`src/inc/arpt_cfg.svh`:
```
// constants for the auto-reload pwm timer: register offsets, fields, resets, counts
// assumes a 32-bit avalon-mm slave, one register per aligned word
`ifndef ARPT_CFG_SVH
`define ARPT_CFG_SVH
// ----------------------------------------
// register indices (byte address = 4 * index)
// ----------------------------------------
`define ARPT_IDX_CSR 5'h0d
`define ARPT_IDX_CNTH 5'h0e
`define ARPT_IDX_CNTL 5'h0f
`define ARPT_IDX_RLDH 5'h10
`define ARPT_IDX_RLDL 5'h11
`define ARPT_IDX_PINC 5'h12
`define ARPT_IDX_PCSR 5'h13
`define ARPT_IDX_DUTH 5'h17
`define ARPT_IDX_DUTL 5'h18
`define ARPT_IDX_MODE 5'h19
// ----------------------------------------
// fields
// ----------------------------------------
`define ARPT_CSR_CKSEL_LO 3
`define ARPT_CSR_OVF 2
`define ARPT_CSR_OVERFLOW_IRQ_ENABLE 1
`define ARPT_CSR_COMPARE_IRQ_ENABLE 0
`define ARPT_PCSR_POL 1
`define ARPT_PCSR_CMPF 0
`define ARPT_PINC_OE 0
`define ARPT_MODE_SLOW 0
`define ARPT_MODE_HALT 1
`define ARPT_MODE_AHALT 2
// ----------------------------------------
// resets and counts
// ----------------------------------------
`define ARPT_RST_BYTE 8'h00
`define ARPT_CNT_MAX 12'hfff
`define ARPT_SLOW_DIV 32
`endif

```
`src/inc/arpt_pkg.sv`:
```
// types for the auto-reload pwm timer
// assumes arpt_cfg.svh is on the include path
package arpt_pkg;
  typedef enum logic [1:0] {
    ARPT_CK_OFF = 2'h0,
    ARPT_CK_TICK = 2'h1,
    ARPT_CK_CPU = 2'h2,
    ARPT_CK_RSVD = 2'h3
  } arpt_cksel_t;

  typedef enum logic [1:0] {
    ARPT_BUS_IDLE = 2'h1,
    ARPT_BUS_ACK = 2'h2
  } arpt_bus_t;

  typedef struct packed {
    logic [7:0] address;
    logic read;
    logic write;
    logic [31:0] writedata;
  } arpt_av_req_t;

  typedef struct packed {
    logic [31:0] readdata;
    logic waitrequest;
  } arpt_av_rsp_t;

  typedef struct packed {
    logic pwm_output;
    logic pwm_pin_enable;
    logic ovf_irq;
    logic cmp_irq;
    logic wake_active_halt;
  } arpt_out_t;

  typedef struct packed {
    arpt_bus_t bus;
    logic [31:0] rdata;
    arpt_cksel_t counter_clock_select;
    logic overflow_flag;
    logic [1:0] ovf_hold;
    logic overflow_irq_enable;
    logic compare_irq_enable;
    logic [11:0] counter_value;
    logic [11:0] reload_value;
    logic pwm_pin_control;
    logic output_polarity;
    logic compare_flag;
    logic [11:0] duty_value;
    logic [11:0] shadow_duty;
    logic cmp_locked;
    logic [4:0] slow_cnt;
    logic [2:0] power_mode;
    logic pwm_level;
    arpt_out_t out;
  } arpt_state_t;
endpackage

```
`src/core/arpt_timer.sv`:
```
// auto-reload 12-bit pwm timer with output compare, registers on avalon-mm
// assumes a synchronous 1 ms tick pulse input and power-mode bits set by software
//
// Register access over Avalon-MM and the register addresses were decided locally.
`timescale 1ns/1ps
`default_nettype none
`include "arpt_cfg.svh"
// What this block does
// - pwm period is 4096 minus reload counter clocks.
// - counter starts from zero after reset.
// - overflow loads reload, moves duty to shadow, sets pwm high.
// - counter equal to active duty drives pwm low until next overflow.
// - polarity bit inverts pwm on the pin.
// - pin enable drives pin as push-pull pwm output.
// - high duty byte write suspends matching until low byte written.
// - with pin disabled, written duty compares at once.
// - match sets compare flag in both modes; irq if enabled.
// - compare works only with nonzero duty.
// - shadow copied each overflow; pwm uses shadow, compare uses duty.
// - slow divides counter clock by 32; halt stops.
// - active-halt stops unless tick clock and overflow irq enabled.
// - overflow and compare each drive own enabled irq.
// - clock select bits 4:3: off, tick, cpu, reserved; reset off.
// - overflow flag sets on wrap from fff; clears on status read.
// - overflow flag stays visible one more counter clock after clear.
// - control bit 1 enables overflow irq, bit 0 compare irq.
// - counter counts while clocked, read-only through two bytes.
// - compare flag clears on pwm status register read.
// - polarity clears at reset.
module arpt_timer (
  input wire logic clk, // 125 mhz clock
  input wire logic arst_n, // async reset, active low
  input wire logic timebase_tick, // 1 ms tick pulse, one cycle
  input wire arpt_pkg::arpt_av_req_t av_req, // avalon request
  output var arpt_pkg::arpt_av_rsp_t av_rsp, // avalon response
  output var arpt_pkg::arpt_out_t tmr_out // pin and irq outputs
);
  import arpt_pkg::*;

  arpt_state_t r, next_r;

  // ----------------------------------------
  // helpers
  // ----------------------------------------
  function automatic logic [4:0] reg_idx(input logic [7:0] a);
    reg_idx = a[6:2];
  endfunction

  function automatic logic [7:0] hi_byte(input logic [11:0] v);
    hi_byte = {4'h0, v[11:8]};
  endfunction

  logic raw_en, cnt_en, ovf_ev, cmp_ev, rd_go, wr_go;
  logic [11:0] cmp_val;
  logic [4:0] idx;
  logic [7:0] wb;
  logic [7:0] rb;

  always_comb begin
    next_r = r;
    idx = reg_idx(av_req.address);
    wb = av_req.writedata[7:0];
    rd_go = (r.bus == ARPT_BUS_IDLE) && av_req.read;
    wr_go = (r.bus == ARPT_BUS_IDLE) && av_req.write;
    // counter clock source, slow division and power modes
    unique case (r.counter_clock_select)
      ARPT_CK_TICK: raw_en = timebase_tick;
      ARPT_CK_CPU: raw_en = 1'b1;
      default: raw_en = 1'b0;
    endcase
    if (r.power_mode[`ARPT_MODE_SLOW] && raw_en) begin
      next_r.slow_cnt = r.slow_cnt + 5'h1;
    end
    cnt_en = raw_en && (!r.power_mode[`ARPT_MODE_SLOW] ||
             r.slow_cnt == 5'(`ARPT_SLOW_DIV - 1));
    if (r.power_mode[`ARPT_MODE_HALT]) begin
      cnt_en = 1'b0;
    end
    if (r.power_mode[`ARPT_MODE_AHALT] &&
        !(r.counter_clock_select == ARPT_CK_TICK && r.overflow_irq_enable)) begin
      cnt_en = 1'b0;
    end
    ovf_ev = cnt_en && r.counter_value == `ARPT_CNT_MAX;
    // pwm mode uses the shadow, compare mode the live duty
    cmp_val = r.pwm_pin_control ? r.shadow_duty : r.duty_value;
    cmp_ev = cnt_en && !ovf_ev && !r.cmp_locked && cmp_val != 12'h000 &&
             (r.counter_value + 12'h001) == cmp_val;
    if (ovf_ev) begin
      next_r.counter_value = r.reload_value;
      next_r.shadow_duty = r.duty_value;
      next_r.pwm_level = 1'b1;
      next_r.ovf_hold = 2'h0;
    end else if (cnt_en) begin
      next_r.counter_value = r.counter_value + 12'h001;
      if (cmp_ev) begin
        next_r.pwm_level = 1'b0;
      end
      if (r.ovf_hold == 2'h1) begin
        next_r.ovf_hold = 2'h2;
      end
    end
    // ----------------------------------------
    // register bus
    // ----------------------------------------
    rb = 8'h00;
    unique case (idx)
      5'(`ARPT_IDX_CSR): rb = {3'h0, r.counter_clock_select, r.overflow_flag,
                              r.overflow_irq_enable, r.compare_irq_enable};
      5'(`ARPT_IDX_CNTH): rb = hi_byte(r.counter_value);
      5'(`ARPT_IDX_CNTL): rb = r.counter_value[7:0];
      `ARPT_IDX_RLDH: rb = hi_byte(r.reload_value);
      `ARPT_IDX_RLDL: rb = r.reload_value[7:0];
      `ARPT_IDX_PINC: rb = {7'h0, r.pwm_pin_control};
      `ARPT_IDX_PCSR: rb = {6'h0, r.output_polarity, r.compare_flag};
      `ARPT_IDX_DUTH: rb = hi_byte(r.duty_value);
      `ARPT_IDX_DUTL: rb = r.duty_value[7:0];
      `ARPT_IDX_MODE: rb = {5'h0, r.power_mode};
      default: rb = 8'h00;
    endcase
    unique case (r.bus)
      ARPT_BUS_IDLE: begin
        if (rd_go || wr_go) begin
          next_r.bus = ARPT_BUS_ACK;
          next_r.rdata = rd_go ? {24'h0, rb} : 32'h0;
        end
      end
      ARPT_BUS_ACK: next_r.bus = ARPT_BUS_IDLE;
    endcase
    if (wr_go) begin
      unique case (idx)
        5'(`ARPT_IDX_CSR): begin
          next_r.counter_clock_select = arpt_cksel_t'(wb[`ARPT_CSR_CKSEL_LO +: 2]);
          next_r.overflow_irq_enable = wb[`ARPT_CSR_OVERFLOW_IRQ_ENABLE];
          next_r.compare_irq_enable = wb[`ARPT_CSR_COMPARE_IRQ_ENABLE];
        end
        `ARPT_IDX_RLDH: next_r.reload_value[11:8] = wb[3:0];
        `ARPT_IDX_RLDL: next_r.reload_value[7:0] = wb;
        `ARPT_IDX_PINC: next_r.pwm_pin_control = wb[`ARPT_PINC_OE];
        `ARPT_IDX_PCSR: next_r.output_polarity = wb[`ARPT_PCSR_POL];
        `ARPT_IDX_DUTH: begin
          next_r.duty_value[11:8] = wb[3:0];
          next_r.cmp_locked = 1'b1;
        end
        `ARPT_IDX_DUTL: begin
          next_r.duty_value[7:0] = wb;
          next_r.cmp_locked = 1'b0;
        end
        `ARPT_IDX_MODE: next_r.power_mode = wb[2:0];
        default: ;
      endcase
    end
    // flags: a read clears, a same-cycle event wins
    if (rd_go && idx == 5'(`ARPT_IDX_CSR) && r.overflow_flag) begin
      next_r.ovf_hold = 2'h1;
    end
    if (r.ovf_hold == 2'h2 || (r.ovf_hold == 2'h1 && !r.overflow_flag)) begin
      next_r.overflow_flag = 1'b0;
      next_r.ovf_hold = 2'h0;
    end
    if (ovf_ev) begin
      next_r.overflow_flag = 1'b1;
      next_r.ovf_hold = 2'h0;
    end
    if (rd_go && idx == `ARPT_IDX_PCSR) begin
      next_r.compare_flag = 1'b0;
    end
    if (cmp_ev) begin
      next_r.compare_flag = 1'b1;
    end
    // ----------------------------------------
    // registered outputs
    // ----------------------------------------
    next_r.out.pwm_pin_enable = next_r.pwm_pin_control;
    next_r.out.pwm_output = next_r.pwm_pin_control &&
                            (next_r.pwm_level ^ next_r.output_polarity);
    next_r.out.ovf_irq = next_r.overflow_flag && next_r.overflow_irq_enable;
    next_r.out.cmp_irq = next_r.compare_flag && next_r.compare_irq_enable;
    next_r.out.wake_active_halt = next_r.out.ovf_irq &&
                                  next_r.counter_clock_select == ARPT_CK_TICK;
  end

  always_ff @(posedge clk or negedge arst_n) begin
    if (!arst_n) begin
      r <= '0;
      r.bus <= ARPT_BUS_IDLE;
      r.counter_clock_select <= ARPT_CK_OFF;
    end else begin
      r <= next_r;
    end
  end

  assign av_rsp.readdata = r.rdata;
  assign av_rsp.waitrequest = (r.bus == ARPT_BUS_IDLE);
  assign tmr_out = r.out;
endmodule
`default_nettype wire

```
`config.mk`:
```
export PLATFORM = sky130hd
export DESIGN_NAME = arpt_timer
export DESIGN_NICKNAME = d
export VERILOG_FILES = /design/src/inc/arpt_pkg.sv /design/src/core/arpt_timer.sv
export VERILOG_INCLUDE_DIRS = /design/src /design/src/inc
export SDC_FILE = /design/constraint.sdc
export NUM_CORES = 1
export LEC_CHECK = 0
export BUFFER_PORTS_ARGS = -buffer_cell sky130_fd_sc_hd__buf_2
export CAP_MARGIN = 20
export CORE_ASPECT_RATIO = 1.5
export CORE_MARGIN = 2
export CORE_UTILIZATION = 37
export CTS_CLUSTER_DIAMETER = 50
export DETAILED_ROUTE_END_ITERATION = 6
export GPL_ROUTABILITY_DRIVEN = 0
export PLACE_DENSITY = 0.58
export SLEW_MARGIN = 0
export SYNTH_ARGS = -nofsm -noshare
export SYNTH_HDL_FRONTEND = slang
export SYNTH_SLANG_ARGS = --single-unit
```
`constraint.sdc`:
```
create_clock -name clk -period 7.05 [get_ports clk]
set_input_delay 0.705 -clock clk [delete_from_list [all_inputs] [get_ports clk]]
set_output_delay 0.705 -clock clk [all_outputs]
set_load 0.03 [all_outputs]
```
==> out/results.tsv <==
metric	value	unit
status	completed	
coreArea	0.0124	mm2
grt_pass1_vias	3721	
area_growth	8.50	%
numCtsBuffers	9	
hold_buffers	0	
cts_buffer_depth	2	
grt_usage	19.2	%
dp.final_hpwl	8940	um
synthFlopType	dfrtp_1	
hold_viol	0	
r2r_start	r[9]	
routed_wl	12200	um
yosys.area.top_type_share	42.9	%
power.leakage	0.00235	uW
required	7.34	ns
r2r-end	tmr_out[1]	
drtAntennaViolNets	0	
drc	0	
cap_violations	0	
power_density	287	mW/mm2
place_area	0.00476	mm2
start_kind	register	
insertion_delay	0.35	ns
finalInstanceArea	0.00513	mm2
pin_count	83	
ir_drop	169	uV
r2r_slack	3.86	ns
crit_arrival	3.48	ns
slew-limit-headroom	43.9	%
die_area	0.0137	mm2
fin_nets	540	
fmax	0.313	GHz
syn_inst	484	
yosysWarningCount	0	
wl_per_cell	18.7	um
crit_type	reg2reg	
vias_per_cell	5.59	
drt_pass1_iterations	5	
final_common_cell	dfrtp_1	
fin_worst_skew	0.00579	ns
synth.largest_area_cell	dfrtp_1	
postSynth.asyncResetShare	100	%
drt_iter0_drc	279	
netlist-cell-type-count	55	
synth_area	0.00472	mm2
synthTopCellsByArea	dfrtp_1 (43%), mux2_2 (8.1%), buf_4 (6.2%)	
grt_max_degree	83	
finalCritPeriodShare	45.3	%
vias	3636	
antenna_found_initial	0	
overflow	0	
tightest_slew	0.842	ns
postCtsResizedCells	0	
std_cell_rows	50	
report.final.slew_viol_count	0	
drive_above_1_share	19.2	%
cts_tree	built	
crit_path_max_fanout	17	
diodes	0	
synth_edf_count	0	
portBuffers	31	
layout_common_cells	dfrtp_1 (81), nand2_1 (74), mux2_2 (34)	
synth_seq_cells	82	
clock-sinks	82	
htree_levels	3	
hp-class	in2async	
reg2reg_depth	10	
grt_pass1_wl	19600	um
die_w	96.3	um
yosysSeqAreaShare	43.5	%
finalSetupViolCount	0	
finalSetupTns	0	ns
clockRootBuffer	clkbuf_16	
syn_area_per_cell	9.76	um2
cts_setup_buffers	0	
fin_crit	3.19	ns
die_h	142	um
rsz0062_at_grt	false	
initial_utilization	37.9	%
cts.clk_slew.worst_paths	0.06	ns
worst_setup_path_end_kind	register	
synthesized netlist by cell type (6+ instances only):
cell	instances
nor2_1	24
a31oi_1	6
inv_1	9
mux2_2	34
a222oi_1	6
a221oi_1	6
buf_4	39
xnor2_1	11
a21oi_1	20
nand4_1	6
nand3_1	8
nand2_1	74
nor4_1	8
mux2i_1	17
and2_1	7
nor3_1	11
a22oi_1	7
dfrtp_1	81
o21ai_0	29
clkbuf_1	11
critical path, cell delays in order, from the launching register on:
cell	delay [ns]
dfrtp_1	0.38
ha_1	0.18
and3_1	0.16
ha_1	0.14
inv_1	0.04
a221oi_1	0.38
nand2_1	0.44
nor4_1	0.42
nand4_1	0.30
o21ai_0	0.48
and2_1	0.20
per-stage QoR:
step	std cells	util (%)	setup slack [ns]	power, uW	hold WS [ns]
after detailed placement	634	38.2	3.92	935	0.464
after CTS	650	41.0	3.92	1480	0.476
final	651	41.2	3.86	1470	0.197
after global routing	651	41.2	3.53	1540	0.203
after floorplan	507	-	4.65	845	0.409
after global placement	634	38.2	4.00	926	0.455
worst max path at each step:
stage               startpoint         end  slack [ns]
floorplan                 r[9]  tmr_out[4]        4.65
global placement          r[9]  tmr_out[1]        4.00
detailed placement        r[9]  tmr_out[4]        3.92
CTS                       r[9]  tmr_out[4]        3.92
global route              r[9]  tmr_out[1]        3.53
finish                    r[9]  tmr_out[1]        3.86
registers in the layout, summed over array words and instances (netlist names):
| register | count |
|---|---|
| av_rsp | 8 |
| r | 69 |
| tmr_out | 5 |
power by group:
part | total [uW] | switching (uW) | internal (uW) | leakage (uW)
Clock | 542 | 196 | 346 | 0.000166
Combinational | 301 | 179 | 122 | 0.00108
Sequential | 629 | 92.6 | 536 | 0.00111
per-layer routing:
layer / wire, um / GRT usage, % / part of all wire, %
met1: 4640 / 21.5 / 38
met4: 743 / 13.4 / 6.1
met2: 6310 / 32.3 / 52
met5: 0 / 0 / 0
met3: 458 / 3.34 / 3.8
cells by family after synthesis:
kind of cell,after synthesis,share of synthesized area [%]
xor+xnor,16,2.97
compound gates,90,12.3
simple gates,169,18.6
mux,51,11.7
buf+inv,70,9.59
flops,82,43.5
other cells,1,0.0794
fa+ha+maj,5,1.32
cell type report:
cell class	count	area [um2]
inverters	9	33.8
flip-flops and latches	82	2050
well taps	156	195
repair buffers	33	193
fillers	1214	7320
multi-input cells	355	2310
clock inverters	7	116
clock buffers	9	225
Power figures use the tool's default switching activity.
